### config.mk
export PLATFORM = sky130hd
export DESIGN_NAME = exec_core
export DESIGN_NICKNAME = d
export VERILOG_FILES = /design/src/logic/exec_pkg.sv /design/src/logic/exec_core.sv /design/src/logic/exec_alu.sv /design/src/logic/branch_cond.sv
export SDC_FILE = /design/constraint.sdc
export NUM_CORES = 1
export LEC_CHECK = 0
export ABC_AREA = 1
export CAP_MARGIN = 20
export CORE_ASPECT_RATIO = 0.75
export CORE_MARGIN = 2
export CORE_UTILIZATION = 30
export CTS_BUF_LIST = sky130_fd_sc_hd__clkbuf_8
export DETAILED_ROUTE_END_ITERATION = 8
export DONT_BUFFER_PORTS = 1
export PLACE_DENSITY_LB_ADDON = 0.05
export RECOVER_POWER = 100
export SKIP_CTS_REPAIR_TIMING = 1
export SLEW_MARGIN = 20
export SYNTH_ARGS = -nofsm -noshare
export SYNTH_HDL_FRONTEND = slang
export SYNTH_SLANG_ARGS = --single-unit
### constraint.sdc
create_clock -name CLK_IN -period 6 [get_ports CLK_IN]
set_input_delay 1.2 -clock CLK_IN [delete_from_list [all_inputs] [get_ports CLK_IN]]
set_output_delay 1.2 -clock CLK_IN [all_outputs]
set_load 0.005 [all_outputs]
### src/logic/exec_pkg.sv
// shared constants and types for the instruction execution block
package exec_pkg;

  // ****************************************
  // widths
  // ****************************************
  localparam int DATA_W = 16;
  localparam int ACC_W  = 32;
  localparam int ADDR_W = 6;

  // ****************************************
  // operations and branch conditions
  // ****************************************
  typedef enum logic [4:0] {
    OP_ADD      = 5'h00,
    OP_ADD_WITH_CARRY     = 5'h01,
    OP_AND      = 5'h02,
    OP_ASR1     = 5'h03,
    OP_ASR_W    = 5'h04,
    OP_ASR_LIT  = 5'h05,
    OP_BIT_CLEAR_OP     = 5'h06,
    OP_BIT_SET_OP     = 5'h07,
    OP_ACC_ADD  = 5'h08,
    OP_ACC_SADD = 5'h09,
    OP_BRANCH   = 5'h0a
  } op_t;

  typedef enum logic [4:0] {
    CND_C    = 5'h00, CND_GE  = 5'h01, CND_GEU = 5'h02, CND_GT  = 5'h03,
    CND_GTU  = 5'h04, CND_LE  = 5'h05, CND_LEU = 5'h06, CND_LT  = 5'h07,
    CND_LTU  = 5'h08, CND_N   = 5'h09, CND_NC  = 5'h0a, CND_NN  = 5'h0b,
    CND_NOV  = 5'h0c, CND_NZ  = 5'h0d, CND_OA  = 5'h0e, CND_OB  = 5'h0f,
    CND_OV   = 5'h10, CND_SA  = 5'h11, CND_SB  = 5'h12, CND_Z   = 5'h13,
    CND_ALWAYS = 5'h14, CND_COMPUTED = 5'h15
  } cond_t;

  // ****************************************
  // flag positions
  // ****************************************
  localparam int FL_C  = 0;
  localparam int FL_Z  = 1;
  localparam int FL_OV = 2;
  localparam int FL_N  = 3;
  localparam int FL_DC = 4;
  localparam int FL_OA = 8;
  localparam int FL_OB = 9;
  localparam int FL_SA = 10;
  localparam int FL_SB = 11;

  // ****************************************
  // command word fields
  // ****************************************
  localparam int CMD_OP_LSB   = 0;
  localparam int CMD_COND_LSB = 5;
  localparam int CMD_SFR      = 10;
  localparam int CMD_DEST_F   = 11;
  localparam int CMD_LIT_LSB  = 12;
  localparam int CMD_ACC_SEL  = 17;

  // ****************************************
  // register byte offsets
  // ****************************************
  localparam logic [ADDR_W-1:0] OFS_CMD    = 6'h00;
  localparam logic [ADDR_W-1:0] OFS_OPA    = 6'h04;
  localparam logic [ADDR_W-1:0] OFS_OPB    = 6'h08;
  localparam logic [ADDR_W-1:0] OFS_RESULT = 6'h0c;
  localparam logic [ADDR_W-1:0] OFS_FLAGS  = 6'h10;
  localparam logic [ADDR_W-1:0] OFS_STAT   = 6'h14;
  localparam logic [ADDR_W-1:0] OFS_PC     = 6'h18;
  localparam logic [ADDR_W-1:0] OFS_ACCA   = 6'h1c;
  localparam logic [ADDR_W-1:0] OFS_ACCB   = 6'h20;

  // ****************************************
  // reset values and cycle counts
  // ****************************************
  localparam logic [DATA_W-1:0] RST_DATA  = 16'h0000;
  localparam logic [ACC_W-1:0]  RST_ACC   = 32'h0000_0000;
  localparam logic [2:0]        CYC_ONE   = 3'h1;
  localparam logic [2:0]        CYC_TAKEN = 3'h4;
  localparam logic [2:0]        CYC_SFR   = 3'h1;

endpackage : exec_pkg

### src/logic/exec_core.sv
// instruction execution unit with flags, branch timing and register bus
// Notes on behaviour
// - accumulator adds: one cycle, accumulator flags only
// - add with carry includes carry, sets five flags
// - single arithmetic shift keeps sign, sets four flags
// - register-count shift touches only negative and zero
// - literal-count shift writes separate destination, N Z
// - branches: one cycle untaken, four taken
// - accumulator overflow and saturation branch conditions
// - peripheral register read or modify adds one cycle
// - accumulator operations only in motor variant
//
// Decided for this implementation: the Avalon-MM register port and the register addresses.
module exec_core
  import exec_pkg::*;
#(
  parameter bit MOTOR_VARIANT = 1'b1
)
(
  // clock and reset
  input  wire logic                       CLK_IN,
  input  wire logic                       ARST_N_IN,
  // avalon-mm slave
  input  wire logic [exec_pkg::ADDR_W-1:0] AVS_ADDRESS_IN,
  input  wire logic                       AVS_READ_IN,
  input  wire logic                       AVS_WRITE_IN,
  input  wire logic [31:0]                AVS_WRITEDATA_IN,
  output logic      [31:0]                AVS_READDATA_OUT,
  output logic                            AVS_WAITREQUEST_OUT
);

  import exec_pkg::*;

  typedef enum logic [1:0] {
    ST_IDLE = 2'b01,
    ST_RUN  = 2'b10
  } state_t;

  // ****************************************
  // state
  // ****************************************
  state_t             state;
  logic [2:0]         cnt;
  op_t                cmd_op;
  cond_t              cmd_cond;
  logic               cmd_sfr;
  logic               cmd_dest_f;
  logic [4:0]         cmd_lit;
  logic               cmd_acc_sel;
  logic [DATA_W-1:0]  opa;
  logic [DATA_W-1:0]  opb;
  logic [DATA_W-1:0]  result;
  logic [DATA_W-1:0]  flags;
  logic [DATA_W-1:0]  pc;
  logic [ACC_W-1:0]   acc_a;
  logic [ACC_W-1:0]   acc_b;
  logic               illegal;
  logic               taken;
  logic [2:0]         last_cycles;

  logic [DATA_W-1:0]  alu_result;
  logic [DATA_W-1:0]  alu_flags;
  logic [ACC_W-1:0]   alu_acc;
  logic               take;
  logic               acc_cond;
  logic               is_acc_op;
  logic               bad_op;
  logic [2:0]         need;
  logic               finish;
  logic               accept;
  logic               do_wr;
  logic [31:0]        next_readdata;

  // ****************************************
  // datapath instances
  // ****************************************
  exec_alu u_alu (
    .op_in      (cmd_op),
    .lit_in     (cmd_lit),
    .acc_sel_in (cmd_acc_sel),
    .a_in       (opa),
    .b_in       (opb),
    .flags_in   (flags),
    .acc_a_in   (acc_a),
    .acc_b_in   (acc_b),
    .result_out (alu_result),
    .flags_out  (alu_flags),
    .acc_out    (alu_acc)
  );

  branch_cond u_cond (
    .cond_in      (cmd_cond),
    .flags_in     (flags),
    .take_out     (take),
    .acc_cond_out (acc_cond)
  );

  // ****************************************
  // cycle count decode
  // ****************************************
  always_comb
  begin
    is_acc_op = (cmd_op == OP_ACC_ADD) || (cmd_op == OP_ACC_SADD);
    bad_op    = (cmd_op > OP_BRANCH) || (!MOTOR_VARIANT && is_acc_op)
              || (!MOTOR_VARIANT && cmd_op == OP_BRANCH && acc_cond);
    if (bad_op)
      need = CYC_ONE;
    else if (cmd_op == OP_BRANCH)
      need = take ? CYC_TAKEN : CYC_ONE;
    else if (is_acc_op)
      need = CYC_ONE;
    else
      need = cmd_sfr ? CYC_ONE + CYC_SFR : CYC_ONE;
    finish = (state == ST_RUN) && (cnt + 3'h1 == need);
  end

  // ****************************************
  // sequencer
  // ****************************************
  always_ff @(posedge CLK_IN or negedge ARST_N_IN)
  begin
    if (!ARST_N_IN)
    begin
      state <= ST_IDLE;
      cnt   <= 3'h0;
    end
    else
    begin
      case (state)
        ST_IDLE:
          if (do_wr && AVS_ADDRESS_IN == OFS_CMD)
          begin
            state <= ST_RUN;
            cnt   <= 3'h0;
          end
        ST_RUN:
          if (finish)
            state <= ST_IDLE;
          else
            cnt <= cnt + 3'h1;
        default:
          state <= ST_IDLE;
      endcase
    end
  end

  // ****************************************
  // command latch
  // ****************************************
  always_ff @(posedge CLK_IN or negedge ARST_N_IN)
  begin
    if (!ARST_N_IN)
    begin
      cmd_op      <= OP_ADD;
      cmd_cond    <= CND_ALWAYS;
      cmd_sfr     <= 1'b0;
      cmd_dest_f  <= 1'b0;
      cmd_lit     <= 5'h00;
      cmd_acc_sel <= 1'b0;
    end
    else if (do_wr && AVS_ADDRESS_IN == OFS_CMD)
    begin
      cmd_op      <= op_t'(AVS_WRITEDATA_IN[CMD_OP_LSB +: 5]);
      cmd_cond    <= cond_t'(AVS_WRITEDATA_IN[CMD_COND_LSB +: 5]);
      cmd_sfr     <= AVS_WRITEDATA_IN[CMD_SFR];
      cmd_dest_f  <= AVS_WRITEDATA_IN[CMD_DEST_F];
      cmd_lit     <= AVS_WRITEDATA_IN[CMD_LIT_LSB +: 5];
      cmd_acc_sel <= AVS_WRITEDATA_IN[CMD_ACC_SEL];
    end
  end

  // ****************************************
  // operands and results
  // ****************************************
  always_ff @(posedge CLK_IN or negedge ARST_N_IN)
  begin
    if (!ARST_N_IN)
    begin
      opa    <= RST_DATA;
      opb    <= RST_DATA;
      result <= RST_DATA;
      acc_a  <= RST_ACC;
      acc_b  <= RST_ACC;
    end
    else if (finish && !bad_op)
    begin
      if (is_acc_op && cmd_acc_sel)
        acc_b <= alu_acc;
      else if (is_acc_op)
        acc_a <= alu_acc;
      else if (cmd_op == OP_BRANCH)
        result <= result;
      else if (cmd_dest_f && cmd_op != OP_ASR_W && cmd_op != OP_ASR_LIT)
        opa <= alu_result;
      else
        result <= alu_result;
    end
    else if (do_wr)
    begin
      if (AVS_ADDRESS_IN == OFS_OPA)
        opa <= AVS_WRITEDATA_IN[DATA_W-1:0];
      else if (AVS_ADDRESS_IN == OFS_OPB)
        opb <= AVS_WRITEDATA_IN[DATA_W-1:0];
      else if (AVS_ADDRESS_IN == OFS_ACCA)
        acc_a <= AVS_WRITEDATA_IN;
      else if (AVS_ADDRESS_IN == OFS_ACCB)
        acc_b <= AVS_WRITEDATA_IN;
    end
  end

  // ****************************************
  // flags
  // ****************************************
  always_ff @(posedge CLK_IN or negedge ARST_N_IN)
  begin
    if (!ARST_N_IN)
      flags <= RST_DATA;
    else if (finish && !bad_op && cmd_op != OP_BRANCH)
      flags <= alu_flags;
    else if (do_wr && AVS_ADDRESS_IN == OFS_FLAGS)
      flags <= AVS_WRITEDATA_IN[DATA_W-1:0];
  end

  // ****************************************
  // program counter and status
  // ****************************************
  always_ff @(posedge CLK_IN or negedge ARST_N_IN)
  begin
    if (!ARST_N_IN)
    begin
      pc          <= RST_DATA;
      illegal     <= 1'b0;
      taken       <= 1'b0;
      last_cycles <= 3'h0;
    end
    else if (finish)
    begin
      illegal     <= bad_op;
      taken       <= (cmd_op == OP_BRANCH) && take && !bad_op;
      last_cycles <= need;
      if ((cmd_op == OP_BRANCH) && take && !bad_op)
        pc <= opa;
      else
        pc <= pc + 16'h0001;
    end
    else if (do_wr && AVS_ADDRESS_IN == OFS_PC)
      pc <= AVS_WRITEDATA_IN[DATA_W-1:0];
  end

  // ****************************************
  // avalon-mm slave
  // ****************************************
  assign accept = (AVS_READ_IN || AVS_WRITE_IN) && AVS_WAITREQUEST_OUT
                && (AVS_READ_IN || state == ST_IDLE);
  assign do_wr  = AVS_WRITE_IN && !AVS_WAITREQUEST_OUT;

  always_comb
  begin
    next_readdata = 32'h0000_0000;
    if (AVS_ADDRESS_IN == OFS_CMD)
      next_readdata = {14'h0000, cmd_acc_sel, cmd_lit, cmd_dest_f, cmd_sfr,
                       cmd_cond, cmd_op};
    else if (AVS_ADDRESS_IN == OFS_OPA)
      next_readdata = {16'h0000, opa};
    else if (AVS_ADDRESS_IN == OFS_OPB)
      next_readdata = {16'h0000, opb};
    else if (AVS_ADDRESS_IN == OFS_RESULT)
      next_readdata = {16'h0000, result};
    else if (AVS_ADDRESS_IN == OFS_FLAGS)
      next_readdata = {16'h0000, flags};
    else if (AVS_ADDRESS_IN == OFS_STAT)
      next_readdata = {26'h0000000, last_cycles, taken, illegal, state == ST_RUN};
    else if (AVS_ADDRESS_IN == OFS_PC)
      next_readdata = {16'h0000, pc};
    else if (AVS_ADDRESS_IN == OFS_ACCA)
      next_readdata = acc_a;
    else if (AVS_ADDRESS_IN == OFS_ACCB)
      next_readdata = acc_b;
  end

  always_ff @(posedge CLK_IN or negedge ARST_N_IN)
  begin
    if (!ARST_N_IN)
    begin
      AVS_WAITREQUEST_OUT <= 1'b1;
      AVS_READDATA_OUT    <= 32'h0000_0000;
    end
    else if (!AVS_WAITREQUEST_OUT)
      AVS_WAITREQUEST_OUT <= 1'b1;
    else if (accept)
    begin
      AVS_WAITREQUEST_OUT <= 1'b0;
      AVS_READDATA_OUT    <= AVS_READ_IN ? next_readdata : 32'h0000_0000;
    end
  end
endmodule : exec_core

### src/logic/exec_alu.sv
// combinational datapath: add, shift, bit and accumulator operations
module exec_alu
  import exec_pkg::*;
(
  // operation
  input  wire exec_pkg::op_t          op_in,
  input  wire logic [4:0]             lit_in,
  input  wire logic                   acc_sel_in,
  // operands
  input  wire logic [DATA_W-1:0]      a_in,
  input  wire logic [DATA_W-1:0]      b_in,
  input  wire logic [DATA_W-1:0]      flags_in,
  input  wire logic [ACC_W-1:0]       acc_a_in,
  input  wire logic [ACC_W-1:0]       acc_b_in,
  // results
  output logic      [DATA_W-1:0]      result_out,
  output logic      [DATA_W-1:0]      flags_out,
  output logic      [ACC_W-1:0]       acc_out
);

  // ****************************************
  // helpers
  // ****************************************
  function automatic logic [DATA_W-1:0] set_nz(input logic [DATA_W-1:0] f,
                                                input logic [DATA_W-1:0] r);
    logic [DATA_W-1:0] o;
    o = f;
    o[FL_N] = r[DATA_W-1];
    o[FL_Z] = (r == RST_DATA);
    return o;
  endfunction : set_nz

  logic [DATA_W:0]   sum;
  logic [8:0]        low_sum;
  logic              cin;
  logic [ACC_W-1:0]  acc_src;
  logic [ACC_W-1:0]  acc_add;
  logic [ACC_W:0]    acc_sum;
  logic              sat;

  // ****************************************
  // datapath
  // ****************************************
  always_comb
  begin
    cin        = (op_in == OP_ADD_WITH_CARRY) ? flags_in[FL_C] : 1'b0;
    sum        = {1'b0, a_in} + {1'b0, b_in} + {16'h0000, cin};
    low_sum    = {1'b0, a_in[7:0]} + {1'b0, b_in[7:0]} + {8'h00, cin};
    acc_src    = acc_sel_in ? acc_b_in : acc_a_in;
    acc_add    = {{16{a_in[DATA_W-1]}}, a_in};
    if (op_in == OP_ACC_ADD)
      acc_add = acc_sel_in ? acc_a_in : acc_b_in;
    else if (lit_in[3])
      acc_add = acc_add <<< (5'h10 - {1'b0, lit_in[3:0]});
    else
      acc_add = $signed(acc_add) >>> lit_in[2:0];
    acc_sum    = {acc_src[ACC_W-1], acc_src} + {acc_add[ACC_W-1], acc_add};
    sat        = acc_sum[ACC_W] != acc_sum[ACC_W-1];
    acc_out    = acc_sum[ACC_W-1:0];
    result_out = a_in;
    flags_out  = flags_in;
    case (op_in)
      OP_ADD, OP_ADD_WITH_CARRY:
      begin
        result_out       = sum[DATA_W-1:0];
        flags_out        = set_nz(flags_in, sum[DATA_W-1:0]);
        flags_out[FL_C]  = sum[DATA_W];
        flags_out[FL_DC] = low_sum[8];
        flags_out[FL_OV] = (a_in[15] == b_in[15]) && (sum[15] != a_in[15]);
      end
      OP_AND:
      begin
        result_out = a_in & b_in;
        flags_out  = set_nz(flags_in, a_in & b_in);
      end
      OP_ASR1:
      begin
        result_out       = {a_in[15], a_in[15:1]};
        flags_out        = set_nz(flags_in, {a_in[15], a_in[15:1]});
        flags_out[FL_C]  = a_in[0];
        flags_out[FL_OV] = 1'b0;
      end
      OP_ASR_W:
      begin
        result_out = $signed(a_in) >>> b_in[3:0];
        flags_out  = set_nz(flags_in, $signed(a_in) >>> b_in[3:0]);
      end
      OP_ASR_LIT:
      begin
        result_out = $signed(a_in) >>> lit_in;
        flags_out  = set_nz(flags_in, $signed(a_in) >>> lit_in);
      end
      OP_BIT_CLEAR_OP:
        result_out = a_in & ~(16'h0001 << b_in[3:0]);
      OP_BIT_SET_OP:
        result_out = a_in | (16'h0001 << b_in[3:0]);
      OP_ACC_ADD, OP_ACC_SADD:
      begin
        if (sat)
          acc_out = acc_sum[ACC_W] ? 32'h8000_0000 : 32'h7fff_ffff;
        flags_out[acc_sel_in ? FL_OB : FL_OA] =
          (acc_out[31:23] != 9'h000) && (acc_out[31:23] != 9'h1ff);
        if (sat)
          flags_out[acc_sel_in ? FL_SB : FL_SA] = 1'b1;
      end
      default:
        result_out = a_in;
    endcase
  end

endmodule : exec_alu

### src/logic/branch_cond.sv
// branch condition evaluation from the current flags
module branch_cond
  import exec_pkg::*;
(
  // condition and flags
  input  wire exec_pkg::cond_t        cond_in,
  input  wire logic [DATA_W-1:0]      flags_in,
  // outcome
  output logic                        take_out,
  output logic                        acc_cond_out
);

  logic c;
  logic z;
  logic n;
  logic v;

  // ****************************************
  // condition table
  // ****************************************
  always_comb
  begin
    c            = flags_in[FL_C];
    z            = flags_in[FL_Z];
    n            = flags_in[FL_N];
    v            = flags_in[FL_OV];
    acc_cond_out = 1'b0;
    case (cond_in)
      CND_C:        take_out = c;
      CND_GE:       take_out = (n == v);
      CND_GEU:      take_out = c;
      CND_GT:       take_out = !z && (n == v);
      CND_GTU:      take_out = c && !z;
      CND_LE:       take_out = z || (n != v);
      CND_LEU:      take_out = !c || z;
      CND_LT:       take_out = (n != v);
      CND_LTU:      take_out = !c;
      CND_N:        take_out = n;
      CND_NC:       take_out = !c;
      CND_NN:       take_out = !n;
      CND_NOV:      take_out = !v;
      CND_NZ:       take_out = !z;
      CND_OV:       take_out = v;
      CND_Z:        take_out = z;
      CND_OA:
      begin
        take_out     = flags_in[FL_OA];
        acc_cond_out = 1'b1;
      end
      CND_OB:
      begin
        take_out     = flags_in[FL_OB];
        acc_cond_out = 1'b1;
      end
      CND_SA:
      begin
        take_out     = flags_in[FL_SA];
        acc_cond_out = 1'b1;
      end
      CND_SB:
      begin
        take_out     = flags_in[FL_SB];
        acc_cond_out = 1'b1;
      end
      default:      take_out = 1'b1;
    endcase
  end

endmodule : branch_cond

Word-level counts from Yosys, hierarchy flattened
Index checks and enable logic that the tools add are counted.

storage, ports and cells
  bits in latches = 0
  ROM bits = 0
  word-level logic and storage cells = 254
  memories kept = 0
  RAM bits = 0
  register bits = 205

operators by class
  reductions and logical operators = 63
  shift operators = 5
  magnitude comparators = 5
  multiply operators = 0
  mux-type cells = 69
  equality and inequality tests = 70
  add/subtract/negate cells = 8
  bitwise gates (word level) = 11
  divide/modulo/power cells = 0

operator list
  kind                   number
  $mux 32                32
  $mux 16                13
  $pmux 16 s7            1
  $pmux 16 s6            1
  $logic_not 16->1       5
  $ge 32x1->1 const B    2
  $lt 32x6->1 const B    2
  $eq 5x4->1 const B     11
  $eq 5x3->1 const B     8
  $add 32x32->33         1
  $and 16x16->16         2
  $or 16x16->16          2
  $sshl 32x5->32         1
  $sshr 16x3->32         1
  $ne 2x2->1 const B     15
  $eq 6x5->1 const B     4
  $reduce_and 6->1       4
  $eq 5x2->1 const B     4
  $eq 5x5->1 const B     4
  $logic_and 1x1->1      20
  $pmux 1 s18            1
  $add 16x16->17         1
  $add 17x1->17          1
  $add 16x1->16 const B  1
  other kinds (45)       94

Depth between registers and ports, before layout
  depth after elaboration = 15
  mapped depth = 37

By module
Synthesis repeated with hierarchy kept, for this count alone.

unflattened totals
  cell total of the unflattened synthesis = 3,144
  area, all modules = 18,891.9 um^2

modules (own cells, without submodules)
  module       sequential area each (um^2)  area an instance (um^2)  cells an instance  instances
  exec_core    5,109.9                      10,500.1                 1,427              1
  exec_alu     0.0                          8,015.2                  1,632              1
  branch_cond  0.0                          376.6                    85                 1

Worst setup path before layout
OpenSTA, ideal clock, no wires.

  path kind = register to register
  start = reg cmd_lit[0]
  end = reg acc_a[11]
  buffers on the path = 5
  library setup time = 0.066 ns
  cell stages (with the launch flop) = 32
  setup slack = 1.377 ns
  arrival = 4.557 ns
  clock period less this slack = 4.623 ns
  cell sequence = dfrtp_1 > clkbuf_1 > inv_1 > clkbuf_1 > clkbuf_1 > ha_1 > inv_1 > clkbuf_1 > nand3_1 > o21ai_0 > inv_1 > o21ai_0 > o21ai_0 > a22o_1 > ha_1 > nand2_1 > nor2_1 > nand2_1 > nor4_1 > nand2_1 > nand2_1 > nand2_1 > nand2_1 > nand2_1 > inv_1 > nor2_1 > nand2_1 > clkbuf_1 > a21oi_1 > o21ai_1 > nand3_1 > nand2_1

on the way
  longest elaborated chain between the ends = 12

RTL lines
  item                                          line                             source
  start, declared                               exec_core.sv:48                  logic [4:0] cmd_lit;
  start signal, assigned                        exec_core.sv:167                 cmd_lit <= AVS_WRITEDATA_IN[CMD_LIT_LSB +: 5];
  $sub 5x4->5                                   exec_alu.sv:54                   acc_add = acc_add <<< (5'h10 - {1'b0, lit_in[3:0]});
  $sshl 32x5->32                                exec_alu.sv:54
  $mux 32 (*)                                   exec_alu.sv:53                   else if (lit_in[3])
  $mux 32 (*)                                   exec_alu.sv:51                   if (op_in == OP_ACC_ADD)
  $add 32x32->33 (*)                            exec_alu.sv:57                   acc_sum = {acc_src[ACC_W-1], acc_src} + {acc_add[ACC_W-1], acc_add};
  $mux 32 / $ne 1x1->1 (equally long branches)  exec_alu.sv:100, exec_alu.sv:58
  $mux 32                                       exec_alu.sv:99                   if (sat)
  $mux 32                                       exec_alu.sv:62                   case (op_in)
  $mux 32 (*)                                   exec_alu.sv:62
  $mux 32 (*)                                   exec_core.sv:189                 else if (is_acc_op)
  $mux 32 (*)                                   exec_core.sv:187                 if (is_acc_op && cmd_acc_sel)
  $mux 32 (*)                                   exec_core.sv:185                 else if (finish && !bad_op)
  end signal, assigned                          exec_core.sv:190                 acc_a <= alu_acc;
  end, declared                                 exec_core.sv:55                  logic [ACC_W-1:0] acc_a;

Every way passes the cells marked *; elsewhere a longest branch is shown, timed or not. The select of a mux whose other input is x is not followed.
A chain may end at the register's enable or synchronous reset.

Worst setup path in the final report
  start = reg cmd_op[1]
  end = reg acc_a[4]

on the way
  longest elaborated chain between the ends = 10

RTL lines
  item                                                 line                                              source
  start, declared                                      exec_core.sv:44                                   op_t cmd_op;
  start signal, assigned                               exec_core.sv:163                                  cmd_op <= op_t'(AVS_WRITEDATA_IN[CMD_OP_LSB +: 5]);
  $eq 5x4->1 (on tied branches)                        exec_core.sv:103, exec_alu.sv:51, exec_alu.sv:62
  $mux 32 / $logic_or 1x1->1 (equally long branches)   exec_alu.sv:51, exec_core.sv:103
  $add 32x32->33 / $mux 2 (equally long branches)      exec_alu.sv:57, exec_core.sv:110
  $mux 32, or another cell as far along                exec_alu.sv:100                                   acc_out = acc_sum[ACC_W] ? 32'h8000_0000 : 32'h7fff_ffff;
  $mux 32 / $mux 3 (equally long branches)             exec_alu.sv:99, exec_core.sv:106
  $mux 32 / $eq 3x3->1 (equally long branches)         exec_alu.sv:62, exec_core.sv:114
  $mux 32 / $logic_and 1x1->1 (equally long branches)  exec_alu.sv:62, exec_core.sv:114
  $mux 32 / $logic_and 1x1->1 (equally long branches)  exec_core.sv:189, exec_core.sv:185
  $mux 32, or another cell as far along                exec_core.sv:187
  $mux 32 / $reduce_and 6->1 (equally long branches)   -

Several ways; a longest one is shown, not always the timed one. The select of a mux whose other input is x is not followed.

==> impl_table.tex <==
\begin{tabular}{lr}
\hline
Metric & Value \\
\hline
\multicolumn{2}{l}{\textbf{Clock network}} \\
CTS clk-pin slew, worst paths & 0.06 ns \\
Source-to-sink clock delay at the later pin of the worst-skew pair & 0.64 ns \\
Number of buffers added by the clock tree synthesis step & 42 \\
TritonCTS clock tree & yes \\
Level count of the clock H-tree & 2 \\
Clk Tree Root Cell & sky130\_fd\_sc\_hd\_\_clkbuf\_8 \\
Clock sinks & 204 \\
Maximum buffer depth of the clock tree & 3 \\
\multicolumn{2}{l}{\textbf{Die}} \\
I/O pin total & 75 \\
Starting utilization of the core area & 0.3049 \\
Die boundary height & 219.1 microns \\
Floorplan die area & 63720 sq um \\
Area of the core region & 60700 sq um \\
Row count & 78 \\
Die span in x & 290.8 microns \\
\multicolumn{2}{l}{\textbf{Worst hold path}} \\
Classification of the worst-slack hold path & in2async \\
\multicolumn{2}{l}{\textbf{Global routing}} \\
Vias in the first global route & 19833 \\
First-pass GRT wire length & 143.1 mm \\
Antenna violations before repair & 7 \\
Total global-route track usage & 0.3097 \\
Overall overflow remaining after global route & 0 \\
Maximum number of pins on one net before global-route repair & 205 \\
\multicolumn{2}{l}{\textbf{Yosys}} \\
Warnings, synthesis & 0 \\
Combinational family with the most area after synthesis & simple AND/OR/NAND/NOR gates \\
Number of distinct library cell variants in the gate-level netlist after synthesis & 59 \\
Cell types with the largest area share after synthesis & sky130\_fd\_sc\_hd\_\_dfrtp\_1 27\%, sky130\_fd\_sc\_hd\_\_nand2\_1 22\%, sky130\_fd\_sc\_hd\_\_o21ai\_0 7.2\% \\
Proportion of synthesized area in mux cells & 0.002163 \\
Proportion of synthesized chip area in sequential cells & 0.2761 \\
Area share of the largest cell type after synthesis & 0.2704 \\
List of most frequent post-synthesis cells & 1070 x sky130\_fd\_sc\_hd\_\_nand2\_1, 301 x sky130\_fd\_sc\_hd\_\_inv\_1, 266 x sky130\_fd\_sc\_hd\_\_o21ai\_0 \\
Synthesized-area fraction occupied by ao, oa, aoi and oai cells & 0.2100 \\
Post-synth net total & 3137 \\
Most used standard cell by instance count after synthesis & sky130\_fd\_sc\_hd\_\_nand2\_1 \\
Async SR Flop Fraction & 1.000 \\
Top\_reg\_cell synth & sky130\_fd\_sc\_hd\_\_dfrtp\_1 \\
\#FFs+latches synth & 204 \\
Adder-cell share of the synthesized area & 0.03772 \\
Simple-gate portion of the synthesized area & 0.3536 \\
Leading area contributor after synthesis & sky130\_fd\_sc\_hd\_\_dfrtp\_1 \\
Average instance area after synthesis & 6.086 sq um \\
Number of enable flip-flop cells after synthesis & 0 \\
Number of cells produced by synthesis & 3041 \\
Post-synth design cell area & 18510 sq um \\
Xor and xnor area share after synthesis & 0.02319 \\
\multicolumn{2}{l}{\textbf{STA}} \\
Max-Slew Margin vs Limit & -0.3902 \\
Slew at the pin closest to its max-slew limit & 2.085 ns \\
RSZ-0062 raised after global routing & no \\
Final worst path period share & 0.9144 \\
Fin worst setup slack & 0.5136 ns \\
Tmin final & 5.486 ns \\
Count of final hold-check violations & 0 \\
Max Clock Skew & 0.04876 ns \\
Total negative setup slack & 0 ns \\
Hold Slack & 0.2736 ns \\
Final Slew Violations & 114 \\
Max Fclk & 0.1823 GHz \\
Number of failing setup endpoints in the final timing report & 0 \\
\multicolumn{2}{l}{\textbf{Setup path}} \\
Worst-path fanout max & 33 \\
Critical path required time & 6.48 ns \\
CP max stage delay & 0.47 ns \\
Most frequent cell on the critical path & sky130\_fd\_sc\_hd\_\_nand2\_1 \\
Worst reg2reg path depth & 32 \\
Critical path arrival & 5.97 ns \\
Critical path startpoint category & register \\
Type of element capturing the critical path & register \\
Startpoint-to-endpoint class of the critical path & reg2reg \\
Worst-path cell with the longest stage delay & sky130\_fd\_sc\_hd\_\_dfrtp\_1 \\
\multicolumn{2}{l}{\textbf{Final layout}} \\
Proportion of layout cells with a drive suffix above 1 & 0.06076 \\
Nets & 3108 \\
Core utilization of the finished layout & 0.3342 \\
Final cell count without fillers & 3847 \\
Area growth from synthesis to final layout & 9.620\% \\
\multicolumn{2}{l}{\textbf{Placement}} \\
Cells after DPL & 3768 \\
Routability Congestion & 0.9829 \\
Quantity of I/O buffers inserted on ports & 0 \\
Worst setup timing slack at the placement stage & 0.6627 ns \\
Placed wire-length estimate after detailed placement & 77.16 mm \\
\multicolumn{2}{l}{\textbf{Status}} \\
Status & finished, violations left \\
Violations in the final reports & max-capacitance violations, max-slew violations \\
\multicolumn{2}{l}{\textbf{Power and ir drop}} \\
PwrDens & 333.4 nW/um\^{}2 \\
Leakage power of the design & 10.19 nW \\
IR Drop Worst-Case VDD & 0.1350 mV \\
\multicolumn{2}{l}{\textbf{Detailed routing}} \\
Iteration-0 DRC count of the detailed router & 2760 \\
Remaining antenna violation count after routing & 0 \\
Average wire per cell in the routed design & 26.15 microns \\
Vias/cell & 5.569 \\
Routed via count & 21424 \\
Routed WL & 100.6 mm \\
Number of remaining DRC errors & 0 \\
DRT Pass-1 Iters & 5 \\
\multicolumn{2}{l}{\textbf{Job}} \\
Max-cap violations & 4 \\
\hline
\end{tabular}
where the power goes:
group,internal (mW),switching [mW],total (mW)
Clock,0.831,0.760,1.59
Combinational,1.00,2.51,3.51
Sequential,1.49,0.165,1.66
placed cells by master, fill, tap and decap left out, types with 10 or more instances in the layout:
| cell type | Yosys | layout |
|---|---|---|
| sky130_fd_sc_hd__nand2_1 | 1070 | 1075 |
| sky130_fd_sc_hd__inv_1 | 301 | 313 |
| sky130_fd_sc_hd__o21ai_0 | 266 | 294 |
| sky130_fd_sc_hd__nor2_1 | 226 | 224 |
| sky130_fd_sc_hd__dfrtp_1 | 200 | 199 |
| sky130_fd_sc_hd__nand3_1 | 179 | 180 |
| sky130_fd_sc_hd__a21oi_1 | 178 | 178 |
| sky130_fd_sc_hd__buf_4 | 0 | 57 |
| sky130_fd_sc_hd__clkbuf_8 | 0 | 55 |
| sky130_fd_sc_hd__ha_1 | 51 | 51 |
| sky130_fd_sc_hd__o211ai_1 | 50 | 50 |
| sky130_fd_sc_hd__xor2_1 | 31 | 31 |
| sky130_fd_sc_hd__nor3_1 | 25 | 25 |
| sky130_fd_sc_hd__o221ai_1 | 25 | 25 |
| sky130_fd_sc_hd__nand4_1 | 21 | 21 |
| sky130_fd_sc_hd__xnor2_1 | 18 | 18 |
| sky130_fd_sc_hd__o21ai_1 | 47 | 18 |
| sky130_fd_sc_hd__o31ai_1 | 16 | 16 |
| sky130_fd_sc_hd__a31oi_1 | 15 | 15 |
| sky130_fd_sc_hd__inv_2 | 18 | 14 |
| sky130_fd_sc_hd__or2_2 | 14 | 14 |
| sky130_fd_sc_hd__o22ai_1 | 14 | 14 |
| sky130_fd_sc_hd__a22oi_1 | 11 | 11 |
| sky130_fd_sc_hd__nor4_1 | 11 | 11 |
| sky130_fd_sc_hd__nand3b_1 | 10 | 10 |
final cells by class:
| class | instances | area, sq um |
|---|---|---|
| repair buffers | 68 | 505.5 |
| fillers | 6795 | 40420 |
| multi-input cells | 2370 | 11560 |
| diodes | 2 | 5.005 |
| inverters | 326 | 1224 |
| clock inverters | 22 | 120.1 |
| clock buffers | 55 | 757.0 |
| flip-flops and latches | 204 | 5111 |
| well taps | 800 | 1001 |
critical path, delay by kind of cell, from the launching register on:
kind,cells,cell delay (ns)
flip-flops,1,0.47
AO/OA/AOI/OAI,6,1.27
buffers and inverters,8,1.27
AND/OR/NAND/NOR,17,2.06
adder cells (fa/ha/maj),1,0.29
metal layers:
metal	vias to the layer above	GRT usage	wire length, microns
li1	9981	-	-
met1	10284	0.4755	49110
met2	1065	0.3909	36100
met3	94	0.1277	13760
met4	0	0.05769	1637
met5	-	0	0
through the flow:
stage	area (sq um)	power, mW
2_1_floorplan	18510	3.781
3_3_place_gp	19470	5.063
3_5_place_dp	19490	5.017
4_1_cts	20360	6.622
5_1_grt	20290	7.158
6_report	20290	6.763
final timing paths:
kind	from	end	slack (ns)
max in group asynchronous	ARST_N_IN	acc_a[20]$_DFFE_PN0P_	5.30
hold reg to reg	acc_a[6]$_DFFE_PN0P_	acc_a[6]$_DFFE_PN0P_	0.47
setup / recovery	cmd_op[1]$_DFFE_PN0P_	acc_a[4]$_DFFE_PN0P_	0.51
setup reg to reg	cmd_op[1]$_DFFE_PN0P_	acc_a[4]$_DFFE_PN0P_	0.51
hold / removal	ARST_N_IN	AVS_READDATA_OUT[5]$_DFFE_PN0P_	0.27
min in group CLK_IN	acc_a[6]$_DFFE_PN0P_	acc_a[6]$_DFFE_PN0P_	0.47
registers in the layout (all words and copies together) (netlist names), 16 cells and up:
name / count
AVS_READDATA_OUT: 32
acc_a: 32
acc_b: 32
flags: 16
opa: 16
opb: 16
pc: 16
result: 16
logic make-up after synthesis:
group	Yosys count
mux	4
simple gates	1588
flops	204
fa+ha+maj	54
buf+inv	467
compound gates	675
xor+xnor	49
Note: power is estimated with default switching activity, not from simulation.
